**src/core/acmd_pkg.sv**
```systemverilog
package acmd_pkg;
    // register byte offsets
    localparam logic [7:0] ADDR_X_LSB = 8'h04;
    localparam logic [7:0] ADDR_X_MSB = 8'h05;
    localparam logic [7:0] ADDR_Y_LSB = 8'h06;
    localparam logic [7:0] ADDR_Y_MSB = 8'h07;
    localparam logic [7:0] ADDR_Z_LSB = 8'h08;
    localparam logic [7:0] ADDR_Z_MSB = 8'h09;
    localparam logic [7:0] ADDR_MODE = 8'h14;
    localparam logic [7:0] ADDR_INT_STATUS = 8'h16;
    localparam logic [7:0] ADDR_CTRL_SEL = 8'h18;
    localparam logic [7:0] ADDR_UNLOCK = 8'h1e;
    localparam logic [7:0] ADDR_INT_MASK = 8'h21;
    localparam logic [7:0] ADDR_CTRL_DATA = 8'h22;
    // indirect register indices
    localparam logic [7:0] IDX_MOTION_CTRL = 8'h02;
    localparam logic [7:0] IDX_X_THR = 8'h03;
    localparam logic [7:0] IDX_Y_THR = 8'h04;
    localparam logic [7:0] IDX_Z_THR = 8'h05;
    // mode field
    localparam int MODE_LSB = 0;
    localparam int MODE_W = 3;
    localparam logic [2:0] MODE_MEASURE = 3'h0;
    localparam logic [2:0] MODE_OPTIONAL = 3'h2;
    localparam logic [2:0] MODE_MOTION = 3'h3;
    // unlock sequence bytes
    localparam logic [7:0] UNLOCK_B0 = 8'h00;
    localparam logic [7:0] UNLOCK_B1 = 8'h50;
    localparam logic [7:0] UNLOCK_B2 = 8'ha0;
    // motion control fields: allow [2:0], require [5:3]
    localparam int MC_ALLOW_LSB = 0;
    localparam int MC_REQ_LSB = 3;
    // interrupt mask / status fields
    localparam int IM_POL_BIT = 0;
    localparam int IS_AXIS_LSB = 0;
    localparam int IS_MOTION_BIT = 3;
    // reset values
    localparam logic [7:0] RST_MODE = 8'h00;
    localparam logic [7:0] RST_INT_MASK = 8'h00;
    localparam logic [7:0] RST_MOTION_CTRL = 8'h00;
    localparam logic [7:0] RST_THR = 8'h80;
    // sample and output code
    localparam int SAMP_W = 15;
    localparam int CODE_W = 13;
    localparam int FILT_W = 17;
    localparam logic signed [FILT_W-1:0] CODE_MAX = 17'sd3071;
    localparam logic signed [FILT_W-1:0] CODE_MIN = -17'sd3072;
    localparam logic [CODE_W-1:0] OVF_POS_CODE = 13'h0c00;
    localparam logic [CODE_W-1:0] OVF_NEG_CODE = 13'h13ff;
    localparam logic [CODE_W-1:0] SAT_POS_CODE = 13'h0bff;
    localparam logic [CODE_W-1:0] SAT_NEG_CODE = 13'h1400;
    localparam int LOW_PAD_W = 3;
    // filter shifts
    localparam int LP_SHIFT_NORM = 2;
    localparam int LP_SHIFT_NARROW = 4;
    localparam int HP_SHIFT = 8;
    localparam int BP_SHIFT = 1;
    // threshold scale: 255 steps stay under full scale
    localparam logic [15:0] THR_STEP = 16'h000c;

    typedef struct packed {
        logic valid;
        logic signed [SAMP_W-1:0] x;
        logic signed [SAMP_W-1:0] y;
        logic signed [SAMP_W-1:0] z;
    } acmd_sample_t;

    typedef struct packed {
        logic [7:0] addr;
        logic [7:0] wdata;
        logic wr;
        logic rd;
    } acmd_bus_t;

    typedef enum logic [3:0] {
        UL_IDLE = 4'b0001,
        UL_ZERO = 4'b0010,
        UL_HALF = 4'b0100,
        UL_OPEN = 4'b1000
    } acmd_unlock_t;
endpackage

```
**src/core/acmd_core.sv**
```systemverilog
// Functional notes
// reset starts default measurement, front end feeding
// mode 010 selects optional measurement mode
// wideband option bypasses low-pass filter
// narrowband option filters harder, halves rate
// six axis bytes readable singly or burst
// overflow shows 011 or 100 top bits
// sign plus twelve bits, low three zero
// saturated pattern until valid value read
// host discards overflow samples
// valid codes span -3072 to 3071
// motion mode routes samples to band-pass
// band-pass corners near 0.05-1 and 25-60 Hz
// threshold between zero and full scale
// allowed axis over threshold fires (OR)
// all required axes exceeded fires (AND)
// mode 011 enters motion detection
// require, allow bits plus per-axis thresholds
// no acceleration data in motion mode
// unlock 00h 50h A0h before indirect writes
// select index 02h, data goes to control
// bit0 allows X, bit1 allows Y
// motion condition asserts interrupt pin
// status read acknowledges, shows axis bits
// polarity bit selects pin active level
// absolute filtered value compared per axis
`timescale 1ns/1ps
`default_nettype none
module acmd_core #(
    parameter bit NARROW_VARIANT = 1'b0
) (
    input wire logic mclk,
    input wire logic reset_n,
    input wire acmd_pkg::acmd_sample_t samp,
    input wire acmd_pkg::acmd_bus_t bus,
    output logic [7:0] rdata,
    output logic irq_pin
);
    import acmd_pkg::*;

    logic [1:0] rst_pipe;
    wire rst_n = rst_pipe[1];

    always_ff @(posedge mclk or negedge reset_n) begin
        if (!reset_n) begin
            rst_pipe <= 2'b00;
        end else begin
            rst_pipe <= {rst_pipe[0], 1'b1};
        end
    end

    // register port decode
    wire wr_mode = bus.wr && bus.addr == ADDR_MODE;
    wire wr_unlock = bus.wr && bus.addr == ADDR_UNLOCK;
    wire wr_sel = bus.wr && bus.addr == ADDR_CTRL_SEL;
    wire wr_data = bus.wr && bus.addr == ADDR_CTRL_DATA;
    wire wr_mask = bus.wr && bus.addr == ADDR_INT_MASK;
    wire rd_status = bus.rd && bus.addr == ADDR_INT_STATUS;

    logic [7:0] mode_reg;
    logic [7:0] int_mask;
    logic [7:0] ctrl_sel;
    logic [7:0] motion_control_reg;
    logic [7:0] thr_reg [3];

    wire [2:0] mode_field = mode_reg[MODE_LSB +: MODE_W];
    wire in_motion = mode_field == MODE_MOTION;
    wire in_option = mode_field == MODE_OPTIONAL;
    wire opt_bypass = in_option && !NARROW_VARIANT;
    wire opt_narrow = in_option && NARROW_VARIANT;

    always_ff @(posedge mclk or negedge rst_n) begin
        if (!rst_n) begin
            mode_reg <= RST_MODE;
            int_mask <= RST_INT_MASK;
            ctrl_sel <= 8'h00;
        end else begin
            if (wr_mode) begin
                mode_reg <= bus.wdata;
            end
            if (wr_mask) begin
                int_mask <= bus.wdata;
            end
            if (wr_sel) begin
                ctrl_sel <= bus.wdata;
            end
        end
    end

    // unlock sequence
    acmd_unlock_t ul_state;
    acmd_unlock_t next_ul_state;

    always_comb begin
        next_ul_state = ul_state;
        if (wr_unlock) begin
            unique case (ul_state)
                UL_ZERO: begin
                    next_ul_state = bus.wdata == UNLOCK_B1 ? UL_HALF
                        : bus.wdata == UNLOCK_B0 ? UL_ZERO : UL_IDLE;
                end
                UL_HALF: begin
                    next_ul_state = bus.wdata == UNLOCK_B2 ? UL_OPEN
                        : bus.wdata == UNLOCK_B0 ? UL_ZERO : UL_IDLE;
                end
                default: begin
                    next_ul_state = bus.wdata == UNLOCK_B0 ? UL_ZERO
                        : UL_IDLE;
                end
            endcase
        end
    end

    always_ff @(posedge mclk or negedge rst_n) begin
        if (!rst_n) begin
            ul_state <= UL_IDLE;
        end else begin
            ul_state <= next_ul_state;
        end
    end

    // indirect writes only land once the sequence completed
    wire ind_wr = wr_data && ul_state == UL_OPEN;
    wire ind_mc = ind_wr && ctrl_sel == IDX_MOTION_CTRL;

    always_ff @(posedge mclk or negedge rst_n) begin
        if (!rst_n) begin
            motion_control_reg <= RST_MOTION_CTRL;
            thr_reg[0] <= RST_THR;
            thr_reg[1] <= RST_THR;
            thr_reg[2] <= RST_THR;
        end else begin
            if (ind_mc) begin
                motion_control_reg <= bus.wdata;
            end
            if (ind_wr && ctrl_sel == IDX_X_THR) begin
                thr_reg[0] <= bus.wdata;
            end
            if (ind_wr && ctrl_sel == IDX_Y_THR) begin
                thr_reg[1] <= bus.wdata;
            end
            if (ind_wr && ctrl_sel == IDX_Z_THR) begin
                thr_reg[2] <= bus.wdata;
            end
        end
    end

    wire [7:0] ind_rd_val =
        ctrl_sel == IDX_MOTION_CTRL ? motion_control_reg
        : ctrl_sel == IDX_X_THR ? thr_reg[0]
        : ctrl_sel == IDX_Y_THR ? thr_reg[1]
        : ctrl_sel == IDX_Z_THR ? thr_reg[2] : 8'h00;

    // narrowband decimation
    logic decim_phase;
    wire take_sample = samp.valid && !in_motion
        && (!opt_narrow || decim_phase);

    always_ff @(posedge mclk or negedge rst_n) begin
        if (!rst_n) begin
            decim_phase <= 1'b0;
        end else if (samp.valid) begin
            decim_phase <= !decim_phase;
        end
    end

    // per-axis channels
    logic signed [SAMP_W-1:0] in_axis [3];
    assign in_axis[0] = samp.x;
    assign in_axis[1] = samp.y;
    assign in_axis[2] = samp.z;

    logic [CODE_W-1:0] code [3];
    logic [2:0] exceed;
    logic [2:0] msb_read;
    assign msb_read[0] = bus.rd && bus.addr == ADDR_X_MSB;
    assign msb_read[1] = bus.rd && bus.addr == ADDR_Y_MSB;
    assign msb_read[2] = bus.rd && bus.addr == ADDR_Z_MSB;

    genvar ax;
    generate
        for (ax = 0; ax < 3; ax++) begin : g_axis
            logic signed [FILT_W-1:0] lp;
            logic signed [FILT_W-1:0] hp_avg;
            logic signed [FILT_W-1:0] bp;
            logic hold;
            logic hold_neg;
            wire signed [FILT_W-1:0] xin = FILT_W'(in_axis[ax]);
            // signal channel low-pass; shift picks the bandwidth
            wire signed [FILT_W-1:0] lp_diff = xin - lp;
            wire signed [FILT_W-1:0] next_lp = lp + (opt_narrow
                ? (lp_diff >>> LP_SHIFT_NARROW)
                : (lp_diff >>> LP_SHIFT_NORM));
            wire signed [FILT_W-1:0] chan = opt_bypass ? xin : lp;
            // no limiter: out-of-range samples are marked, not clamped
            wire over_pos = chan > CODE_MAX;
            wire over_neg = chan < CODE_MIN;
            wire [CODE_W-1:0] next_code = over_pos ? OVF_POS_CODE
                : over_neg ? OVF_NEG_CODE
                : hold ? (hold_neg ? SAT_NEG_CODE : SAT_POS_CODE)
                : chan[CODE_W-1:0];
            // band-pass: slow average removed, then light smoothing
            wire signed [FILT_W-1:0] hp = xin - hp_avg;
            wire signed [FILT_W-1:0] next_bp = bp
                + ((hp - bp) >>> BP_SHIFT);
            wire [FILT_W-1:0] bp_abs = bp[FILT_W-1]
                ? FILT_W'(-bp) : FILT_W'(bp);
            wire [15:0] thr_eff = (thr_reg[ax] == 8'h00
                ? 16'h0001 : {8'h00, thr_reg[ax]}) * THR_STEP;

            always_ff @(posedge mclk or negedge rst_n) begin
                if (!rst_n) begin
                    lp <= '0;
                    hp_avg <= '0;
                    bp <= '0;
                end else if (samp.valid) begin
                    lp <= next_lp;
                    if (in_motion) begin
                        hp_avg <= hp_avg + (hp >>> HP_SHIFT);
                        bp <= next_bp;
                    end
                end
            end

            always_ff @(posedge mclk or negedge rst_n) begin
                if (!rst_n) begin
                    code[ax] <= '0;
                    hold <= 1'b0;
                    hold_neg <= 1'b0;
                end else begin
                    if (take_sample) begin
                        code[ax] <= next_code;
                    end
                    // a fresh overflow beats the clearing read
                    if (take_sample && (over_pos || over_neg)) begin
                        hold <= 1'b1;
                        hold_neg <= over_neg;
                    end else if (msb_read[ax]) begin
                        hold <= 1'b0;
                    end
                end
            end

            assign exceed[ax] = in_motion && samp.valid
                && {1'b0, bp_abs} > {2'b00, thr_eff};
        end
    endgenerate

    // trigger logic and status
    logic [2:0] axis_flag;
    logic motion_flag;
    wire [2:0] allow = motion_control_reg[MC_ALLOW_LSB +: 3];
    wire [2:0] require_ax = motion_control_reg[MC_REQ_LSB +: 3];
    wire [2:0] seen = axis_flag | exceed;
    wire or_hit = |(allow & exceed);
    wire and_hit = |require_ax && &(seen | ~require_ax)
        && |exceed;
    wire motion_hit = in_motion && (or_hit || and_hit);

    always_ff @(posedge mclk or negedge rst_n) begin
        if (!rst_n) begin
            axis_flag <= 3'b000;
            motion_flag <= 1'b0;
        end else begin
            // set wins over the acknowledging read
            axis_flag <= (rd_status ? 3'b000 : axis_flag)
                | exceed;
            motion_flag <= (motion_flag && !rd_status)
                || motion_hit;
        end
    end

    wire [7:0] status_val = {4'h0, motion_flag, axis_flag};

    always_ff @(posedge mclk or negedge rst_n) begin
        if (!rst_n) begin
            irq_pin <= 1'b1;
        end else begin
            irq_pin <= motion_flag == int_mask[IM_POL_BIT];
        end
    end

    // read data
    // motion mode hides acceleration bytes
    wire show = !in_motion;
    wire [7:0] msb_of [3];
    wire [7:0] lsb_of [3];
    assign msb_of[0] = show ? code[0][12:5] : 8'h00;
    assign msb_of[1] = show ? code[1][12:5] : 8'h00;
    assign msb_of[2] = show ? code[2][12:5] : 8'h00;
    assign lsb_of[0] = show ? {code[0][4:0], {LOW_PAD_W{1'b0}}} : 8'h00;
    assign lsb_of[1] = show ? {code[1][4:0], {LOW_PAD_W{1'b0}}} : 8'h00;
    assign lsb_of[2] = show ? {code[2][4:0], {LOW_PAD_W{1'b0}}} : 8'h00;

    wire [7:0] next_rdata = !bus.rd ? 8'h00
        : bus.addr == ADDR_X_LSB ? lsb_of[0]
        : bus.addr == ADDR_X_MSB ? msb_of[0]
        : bus.addr == ADDR_Y_LSB ? lsb_of[1]
        : bus.addr == ADDR_Y_MSB ? msb_of[1]
        : bus.addr == ADDR_Z_LSB ? lsb_of[2]
        : bus.addr == ADDR_Z_MSB ? msb_of[2]
        : bus.addr == ADDR_MODE ? mode_reg
        : bus.addr == ADDR_INT_STATUS ? status_val
        : bus.addr == ADDR_INT_MASK ? int_mask
        : bus.addr == ADDR_CTRL_SEL ? ctrl_sel
        : bus.addr == ADDR_CTRL_DATA ? ind_rd_val : 8'h00;

    always_ff @(posedge mclk or negedge rst_n) begin
        if (!rst_n) begin
            rdata <= 8'h00;
        end else begin
            rdata <= next_rdata;
        end
    end
endmodule
`default_nettype wire

```
**config.mk**
```make
export PLATFORM = sky130hd
export DESIGN_NAME = acmd_core
export DESIGN_NICKNAME = d
export VERILOG_FILES = /design/src/core/acmd_pkg.sv /design/src/core/acmd_core.sv
export SDC_FILE = /design/constraint.sdc
export NUM_CORES = 1
export LEC_CHECK = 0
export BUFFER_PORTS_ARGS = -buffer_cell sky130_fd_sc_hd__buf_4
export CAP_MARGIN = 20
export CORE_ASPECT_RATIO = 1.75
export CORE_UTILIZATION = 50
export CTS_BUF_LIST = sky130_fd_sc_hd__clkbuf_8
export CTS_CLUSTER_DIAMETER = 30
export DETAILED_ROUTE_END_ITERATION = 7
export GPL_ROUTABILITY_DRIVEN = 1
export GPL_TIMING_DRIVEN = 0
export HOLD_SLACK_MARGIN = 0.02
export PLACE_DENSITY = 0.66
export SLEW_MARGIN = 20
export SYNTH_ARGS = -nofsm -noshare
export SYNTH_HDL_FRONTEND = slang
export SYNTH_SLANG_ARGS = --single-unit
```
**constraint.sdc**
```tcl
create_clock -name mclk -period 13.3 [get_ports mclk]
set_input_delay 1.33 -clock mclk [delete_from_list [all_inputs] [get_ports mclk]]
set_output_delay 1.33 -clock mclk [all_outputs]
set_load 0.02 [all_outputs]
```
==> impl_metrics.toml, run 1 <==
[run_status]
outcome = "completed"

[logic_synthesis]
syn-num-nets = 3669
synth_top_area_frac = 0.254
synth_area_leader_cell = "dfrtp_1"
synth.avg_cell_area_um2 = 8.15
async_flop_share = 1.00
yosysUniqueCellTypes = 88
syn_inst = 3246
synth_area_leaders = "dfrtp_1 (25%), ha_1 (16%), xnor2_1 (6.5%), o21ai_0 (6.1%), nand2_1 (5.1%)"
ys_seq_elements = 273
synth-edff-count = 0
synthFlopType = "dfrtp_1"
netlist_area_mm2 = 0.0265
ys_seq_area_frac = 0.259
synth.most_common_cell = "nand2_1"
synth_commonest_cells = "nand2_1 (362), ha_1 (342), o21ai_0 (324), dfrtp_1 (268), nor2_1 (250)"
synth_warnings = 0

[layout]
post-route-util = 0.566
layout.nets = 3817
drive_gt1_frac = 0.0841
regArea_mm2 = 0.00684
area_growth_pct = 12.1
multi_input_area_mm2 = 0.0184
fillers = 4865
top_regs = "g_axis.bp: 51 flops, g_axis.hp_avg: 51 flops, g_axis.lp: 51 flops"

[run]
maxCapViolations = 0

[critical_path]
cp_slowest_stage_delay_ps = 640
worst-path-stages = 22
crit_required_ps = 13890
cp.arrival_ps = 6990
critPathCaptureType = "flip-flop"
r2r_start = "g_axis[1].hp_avg[1]$_DFFE_PN0P_"
r2r_end = "g_axis[1].bp[16]$_DFFE_PN0P_"
critPathTopFamily = "compound AO/OA/AOI/OAI gates"
worstSetupStartpointType = "input port"
path_cells = "buf_4, ha_1, o21ai_0, a21boi_1, o21ai_0, a21boi_1, o21a_1, o31a_1, o221ai_1, o311ai_0, ha_1, clkbuf_1, a2111oi_0, or3b_1, nand4_1, xor2_1, ha_1, a21oi_1, o21ai_0, or2_2, mux2i_1, xor2_1"
r2r_setup_slack_ps = 7190
slowest_stage = "o311ai_0"
path_class = "in2reg"
reg2regPathDepth = 23
crit_fanout = 10
crit_buf_inv = 2

[clock_network]
htreeDepth = 3
root_buffer = "clkbuf_8"
cts_made_buffers = 70
clkSinkCount = 273
clockBufferDepth = 3
cts_setup_buffers = 0
cts_resized = 0
holdBufCountCts = 0
clk_latency_ps = 680
cts_tree = "done"
cts.clk_slew.worst_paths_ps = 60

[place]
gp_congestion = 0.965
dp_hpwl_mm = 68.5
io_buffers = 67

[sta]
rsz0062_at_grt = "no"
setup_viol = 0
finalHoldViolCount = 0
drv_slew = 0
period_needed_ps = 6400
worst_pin_slew_ps = 1180
finalSetupTns_ps = 0
slew_headroom = 0.213
clock.fmax_ghz = 0.156
holdWs_ps = 301
post-route-period-util = 0.481
clock_skew_ps = 54.4

[floorplan]
die_h_um = 306
pin_count = 75
rows = 111
core_area_mm2 = 0.0524
initial_core_util = 0.505
die_area_mm2 = 0.0539
die_x_um = 176

[detailed_routing]
vias_per_cell = 6.03
num_vias = 24900
wl_mm = 86.3
dr.first_iter.drc_count = 1512
antenna_left = 0
first_pass_iters = 6
drcViolationCount = 0
detail_route.wl_per_cell_um = 20.9

[grt]
grt_max_degree = 59
grt_pass1_vias = 25000
antenna_found_initial = 2
grt.overflow.total = 0
grtUsageTotal = 0.321
grt_pass1_wl_mm = 134

[power]
leakage_nw = 13.5
ir_worst_vdd_uv = 173
power.total_mw = 5.91
powerDensity_mw_per_mm2 = 199

[min_path]
worstHoldPathType = "reg2async"
metal layers:
layer  wire length (um)  track usage  up-vias
li1                   -            -    11900
met1              32200        0.339    11900
met2              43400        0.577      755
met3               3870       0.0444      294
met4               6800        0.236        0
met5                  0            0        -
layout make-up:
type                    instances  area share
multi-input cells            2653       0.621
flip-flops and latches        273       0.231
clock buffers                  79      0.0367
inverters                     230      0.0291
well taps                     678      0.0286
repair buffers                 76      0.0233
clock inverters                49      0.0186
plain buffers                  90      0.0116
diodes                          1   0.0000844
power by group:
part | internal, mW | switching, mW | leakage (nW)
logic | 1.53 | 1.98 | 9.24
registers | 1.00 | 0.139 | 3.39
clock network | 0.755 | 0.496 | 0.862
how the worst max path moves through the flow:
stage / startpoint / to / slack (ps)
6_report: samp[17] / g_axis[1].bp[16]$_DFFE_PN0P_ / 6900
5_1_grt: samp[16] / g_axis[1].bp[16]$_DFFE_PN0P_ / 6530
4_1_cts: samp[17] / g_axis[1].bp[16]$_DFFE_PN0P_ / 6980
3_5_place_dp: samp[17] / g_axis[1].bp[16]$_DFFE_PN0P_ / 6290
3_3_place_gp: rst_pipe[1]$_DFF_PN0_ / thr_reg[14]$_DFFE_PN0P_ / 1160
2_1_floorplan: rst_pipe[1]$_DFF_PN0_ / axis_flag[0]$_DFF_PN0_ / 5140
stage by stage:
stage | cells | area, um2 | setup slack [ps]
floorplan | 3246 | 26500 | 5140
global placement | 3991 | 27800 | 1160
detailed placement | 3999 | 28000 | 6290
CTS | 4127 | 29600 | 6980
global route | 4129 | 29600 | 6530
finish | 4129 | 29600 | 6900
cell families after synthesis:
| group | Yosys count | synth area share |
|---|---|---|
| buffers and inverters | 320 | 0.0456 |
| multiplexers | 64 | 0.0273 |
| XOR/XNOR | 283 | 0.0937 |
| AO/OA/AOI/OAI | 952 | 0.226 |
| other | 1 | 0.000142 |
| AND/OR/NAND/NOR | 993 | 0.175 |
| adder cells (fa/ha/maj) | 360 | 0.174 |
| flip-flops | 273 | 0.259 |
placed cells by master, fill, tap and decap left out, types with 15 or more instances in the layout:
cell / instances
nand2_1: 362
ha_1: 342
o21ai_0: 324
dfrtp_1: 267
nor2_1: 250
inv_1: 242
xnor2_1: 197
a21oi_1: 188
xor2_1: 86
clkbuf_1: 82
clkbuf_8: 79
a211oi_1: 77
buf_4: 68
nand3_1: 67
nor3_1: 63
a21o_1: 59
o21a_1: 48
mux2_2: 46
nor2b_1: 39
or3_1: 36
nand2b_1: 33
o21ai_1: 33
and3_1: 29
and2_1: 25
o21bai_1: 25
or2_2: 18
a31oi_1: 17
mux2i_1: 16
o31a_1: 15
nand4_1: 15
fa_1: 15
Note: power is estimated with default switching activity, not from simulation.
==> inputs of run 2 (changes only) <==
Settings changed: ABC_AREA from default to 1.
Clock period 13.3 ns to 6.1 ns, I/O delays scaled along.
==> run 2 against run 1 <==
Highest routed layer unchanged. Sequential share of layout area down 1.4 points. Global-route usage down 0.92 points. Count of clock-buffer cells in the layout up 4. Die area up 7.2%. Non-clock buffer count down 18. Clock skew down 19 ps. Worst hold slack worse by 50 ps. Synthesized cell count up 30%.
==> impl_metrics.toml, run 2 <==
[min_path]
worstHoldPathType = "in2async"

[logic_synthesis]
ys_seq_elements = 273
synthFlopType = "dfrtp_1"
synth-edff-count = 0
async_flop_share = 1.00
yosysUniqueCellTypes = 61
syn-num-nets = 4628
synth.avg_cell_area_um2 = 6.75
synth_commonest_cells = "nand2_1 (1,052), inv_1 (627), o21ai_0 (398), ha_1 (342), a21oi_1 (304)"
synth_area_leader_cell = "dfrtp_1"
ys_seq_area_frac = 0.241
synth_top_area_frac = 0.236
synth_area_leaders = "dfrtp_1 (24%), ha_1 (15%), nand2_1 (14%), inv_1 (8.3%), o21ai_0 (7.0%)"
synth_warnings = 0
netlist_area_mm2 = 0.0284
syn_inst = 4205
synth.most_common_cell = "nand2_1"

[critical_path]
critPathTopFamily = "simple AND/OR/NAND/NOR gates"
path_class = "reg2reg"
critPathCaptureType = "flip-flop"
slowest_stage = "fa_1"
worstSetupStartpointType = "flip-flop"
path_common_cell = "nand2_1"
cp.arrival_ps = 5480
cp_slowest_stage_delay_ps = 400
crit_required_ps = 6660
crit_fanout = 4
crit_buf_inv = 2

[run_status]
outcome = "completed"

[power]
power.total_mw = 14.2
leakage_nw = 16.6
ir_worst_vdd_uv = 465
powerDensity_mw_per_mm2 = 450

[detailed_routing]
antenna_left = 0
detail_route.wl_per_cell_um = 17.6
first_pass_iters = 8
vias_per_cell = 5.52
num_vias = 28300
dr.first_iter.drc_count = 1475
drcViolationCount = 0
wl_mm = 90.2

[clock_network]
htreeDepth = 3
holdBufCountCts = 1
clk_latency_ps = 690
cts_tree = "done"
root_buffer = "clkbuf_8"
cts_made_buffers = 71
cts.clk_slew.worst_paths_ps = 50
cts_setup_buffers = 0
cts_resized = 0
clockBufferDepth = 3
clkSinkCount = 273

[sta]
holdWs_ps = 251
period_needed_ps = 4920
finalHoldViolCount = 0
setup_viol = 0
drv_slew = 0
worst_pin_slew_ps = 1060
post-route-period-util = 0.807
slew_headroom = 0.296
rsz0062_at_grt = "no"
clock.fmax_ghz = 0.203
clock_skew_ps = 35.8

[place]
gp_congestion = 0.962
dp_hpwl_mm = 73.7
io_buffers = 74

[grt]
grt.overflow.total = 0
grtUsageTotal = 0.312
grt_pass1_vias = 27700
grt_max_degree = 56
grt_pass1_wl_mm = 140
antenna_found_initial = 1

[layout]
fillers = 5655
final_cell_mix = "nand2_1 (1,052), inv_1 (635), o21ai_0 (398)"
area_growth_pct = 11.3
layout.nets = 4781
top_regs = "g_axis.bp: 51 flops, g_axis.hp_avg: 51 flops, g_axis.lp: 51 flops"
layout_commonest_cell = "nand2_1"
drive_gt1_frac = 0.0643

[floorplan]
die_h_um = 317
rows = 115
core_area_mm2 = 0.0561
initial_core_util = 0.505
pin_count = 75
die_x_um = 182
die_area_mm2 = 0.0577

[run]
maxCapViolations = 0
run 2: worst register-to-register path, delay by kind of cell (launching register included):
family | cells | cell delay (ps)
buffers and inverters | 2 | 110
adders and majority gates | 4 | 1260
and+or+nand+nor | 23 | 2350
AOI/OAI and AO/OA | 3 | 420
xor gates and xnor gates | 2 | 310
DFF | 1 | 380
run 2: per-stage QoR:
stage,instances,utilization,area (um2),TNS (ps),worst slack (ps)
2_1_floorplan,4205,-,28400,0,1630
3_5_place_dp,4986,0.534,29900,0,722
4_1_cts,5117,0.563,31600,0,1200
5_1_grt,5118,0.563,31600,0,744
6_report,5118,0.563,31600,0,1180
3_3_place_gp,4981,0.531,29800,-161780,-638
run 2: final cells by class:
cell class / count / area, um2 / area share
inverter: 638 / 2400 / 0.0760
buffer: 68 / 317 / 0.0100
tap: 702 / 878 / 0.0278
clock inverter: 47 / 482 / 0.0153
antenna: 1 / 2.50 / 0.0000792
clock buffer: 83 / 1140 / 0.0362
sequential: 273 / 6840 / 0.217
multi-input combinational: 3226 / 18800 / 0.596
timing repair buffer: 80 / 703 / 0.0223
run 2: cell families after synthesis:
group	after synthesis	share of synthesized area
buffers and inverters	706	0.0956
other	1	0.000132
AND/OR/NAND/NOR	1704	0.250
AO/OA/AOI/OAI	935	0.181
adder cells (fa/ha/maj)	357	0.161
XOR/XNOR	229	0.0707
flip-flops	273	0.241
run 2: metal layers:
metal | up-vias | GRT usage | wire length (um)
li1 | 14200 | - | -
met1 | 13100 | 0.321 | 34200
met2 | 654 | 0.589 | 46500
met3 | 268 | 0.0355 | 3310
met4 | 0 | 0.213 | 6120
met5 | - | 0 | 0
run 2: worst paths after layout:
kind,to,depth (start not counted),from,slack [ps]
worst max register to register,g_axis[0].bp[16]$_DFFE_PN0P_,34,g_axis[0].hp_avg[0]$_DFFE_PN0P_,1180
worst min-delay path,rst_pipe[1]$_DFF_PN0_,2,reset_n,250
max in group asynchronous,irq_pin$_DFF_PN1_,2,rst_pipe[1]$_DFF_PN0_,4620
worst min register to register,rst_pipe[1]$_DFF_PN0_,0,rst_pipe[0]$_DFF_PN0_,360
worst max-delay path,g_axis[0].bp[16]$_DFFE_PN0P_,34,g_axis[0].hp_avg[0]$_DFFE_PN0P_,1180
min in group mclk,ul_state[2]$_DFFE_PN0P_,4,bus[9],280
run 2: power by group:
| part | leakage, nW | internal (mW) | switching, mW |
|---|---|---|---|
| Clock | 0.849 | 1.61 | 1.09 |
| Combinational | 12.4 | 3.43 | 5.62 |
| Sequential | 3.40 | 2.19 | 0.280 |
| Total | 16.6 | 7.22 | 6.99 |
==> inputs of run 3 (changes only) <==
Settings changed: PLACE_DENSITY 0.66 to 0.69.
Clock period 6.1 ns to 4 ns, I/O delays scaled along.
==> run 3 against run 2 <==
The flow now finishes with violations (negative setup slack). Sequential cell count is the same. Total power grew 70%. Final area increased by 11%. Sequential power up 52%. Via count grew 4.8%. Die area stayed put. Fmax increased by 12%. Critical endpoint is now g_axis[0].bp[15]$_DFFE_PN0P_.
==> impl_metrics.toml, run 3 (synthesis gave the netlist of run 2 again) <==
[grt]
antenna_found_initial = 1
grt_pass1_wl_mm = 145
grt.overflow.total = 0
grt_pass1_vias = 28900
grt_max_degree = 53
grtUsageTotal = 0.322

[clock_network]
cts_made_buffers = 72
clockBufferDepth = 3
clkSinkCount = 273
htreeDepth = 3
clk_latency_ps = 690
cts_tree = "done"
cts.clk_slew.worst_paths_ps = 60
root_buffer = "clkbuf_8"

[layout]
drive_gt1_frac = 0.180
final_cell_mix = "nand2_1 (975), inv_1 (593), o21ai_0 (349)"
layout_commonest_cell = "nand2_1"
final_area_mm2 = 0.0351
post-route-util = 0.625
area_growth_pct = 23.6
layout.nets = 4907
fillers = 5023
top_regs = "g_axis.bp: 51 flops, g_axis.hp_avg: 51 flops, g_axis.lp: 51 flops"

[sta]
slew_headroom = 0.321
rsz0062_at_grt = "yes"
clock_skew_ps = 44.8
drv_slew = 0
layout_setup_ws_ps = -376
clock.fmax_ghz = 0.229
worst_pin_slew_ps = 1020
period_needed_ps = 4380
post-route-period-util = 1.09
setup_viol = 18
finalHoldViolCount = 0

[floorplan]
pin_count = 75
die_h_um = 317
die_area_mm2 = 0.0577
core_area_mm2 = 0.0561
die_x_um = 182
initial_core_util = 0.505
rows = 115

[detailed_routing]
dr.first_iter.drc_count = 1872
first_pass_iters = 5
vias_per_cell = 5.65
antenna_left = 0
drcViolationCount = 0
num_vias = 29600
detail_route.wl_per_cell_um = 18.5
wl_mm = 97.0

[critical_path]
path_common_cell = "nand2_1"
cp.arrival_ps = 4890
crit_required_ps = 4510
path_class = "reg2reg"
r2r_setup_slack_ps = -380
crit_fanout = 3
r2r_start = "g_axis[0].hp_avg[0]$_DFFE_PN0P_"
cp_slowest_stage_delay_ps = 360
slowest_stage = "fa_2"
r2r_end = "g_axis[0].bp[15]$_DFFE_PN0P_"
reg2regPathDepth = 28
worstSetupStartpointType = "flip-flop"
critPathCaptureType = "flip-flop"

[min_path]
hold-path-cell-count = 3
min_to = "rdata[4]$_DFF_PN0_"
min-delay-start = "bus[0]"
worstHoldPathType = "in2reg"

[place]
dp_slack_ps = -948
dpl-instance-area_mm2 = 0.0301
dp_hpwl_mm = 73.7
io_buffers = 74
gp_congestion = 1.01

[power]
leakage_nw = 17.5
ir_worst_vdd_uv = 671
powerDensity_mw_per_mm2 = 690

[run_status]
outcome = "complete, but fails checks"
violations = "negative setup slack"

[run]
maxCapViolations = 0
==> run 3: changes by cell type in the layout (fill, tap and decap cells not counted), sizes merged, moves of 2 or more <==
cell | previous run | this run
bufinv | 8 | 6
clkbuf | 124 | 126
clkinvlp | 8 | 14
buf | 106 | 230
clkinv | 19 | 14
==> run 3: worst max path at each step <==
stage,slack (ps),start,endpoint
after global routing,-620,g_axis[2].hp_avg[2]$_DFFE_PN0P_,g_axis[2].bp[16]$_DFFE_PN0P_
after global placement,-900,samp[30],g_axis[0].bp[16]$_DFFE_PN0P_
after CTS,-370,g_axis[0].hp_avg[0]$_DFFE_PN0P_,g_axis[0].bp[16]$_DFFE_PN0P_
final,-380,g_axis[0].hp_avg[0]$_DFFE_PN0P_,g_axis[0].bp[15]$_DFFE_PN0P_
after detailed placement,-950,samp[30],g_axis[0].bp[16]$_DFFE_PN0P_
after floorplan,-60,samp[30],g_axis[0].bp[16]$_DFFE_PN0P_
==> run 3: worst max-delay path, delay by kind of cell, from the launching register on <==
family | cells | cell delay, ps
flops | 1 | 350
buf+inv | 1 | 40
simple gates | 13 | 1240
fa+ha+maj | 4 | 1180
compound gates | 8 | 1040
xor+xnor | 2 | 360
==> run 3: layer usage <==
| layer | wire, um | share of wire | global-route usage | vias to the layer above |
|---|---|---|---|---|
| met3 | 4760 | 0.049 | 0.0412 | 413 |
| met4 | 7880 | 0.081 | 0.225 | 0 |
| met2 | 49300 | 0.51 | 0.606 | 919 |
| li1 | - | - | - | 14500 |
| met5 | 0 | 0 | 0 | - |
| met1 | 35100 | 0.36 | 0.327 | 13800 |
==> run 3: final cells by class <==
type	instances	area (um2)	share of cell area
Antenna cell	1	2.50	0.0000714
Sequential cell	273	6850	0.195
Clock buffer	85	1170	0.0334
Buffer	68	315	0.00899
Timing Repair Buffer	205	1710	0.0487
Clock inverter	45	433	0.0123
Tap cell	702	878	0.0250
Multi-Input combinational cell	3226	21300	0.608
Inverter	638	2400	0.0684
==> run 3: power by group <==
part	switching [mW]	total (mW)	internal, mW	leakage [nW]
combinational	9.85	16.4	6.54	13.3
sequential	0.422	3.76	3.34	3.39
clock	1.68	4.05	2.36	0.812
total	12.0	24.2	12.2	17.5
==> run 3: timing repair <==
action                                 4_1_cts  5_1_grt
hold buffers                                 2        0
setup endpoints to repair                   23       36
setup buffers                               83       45
pin swaps                                  118      183
gates cloned                                 0        0
endpoints found under the hold margin        2        0
resized for setup                          221      313
==> run 3: metrics by stage <==
step / TNS [ps] / hold WS (ps) / instances / power (mW)
floorplan: -114 / 104 / 4205 / 14.5
global placement: -21140 / 182 / 4981 / 17.3
detailed placement: -13040 / 183 / 4988 / 17.5
CTS: -2640 / 34.1 / 5202 / 22.6
global route: -8160 / 85.7 / 5243 / 26.3
finish: -4070 / 79.6 / 5243 / 24.2
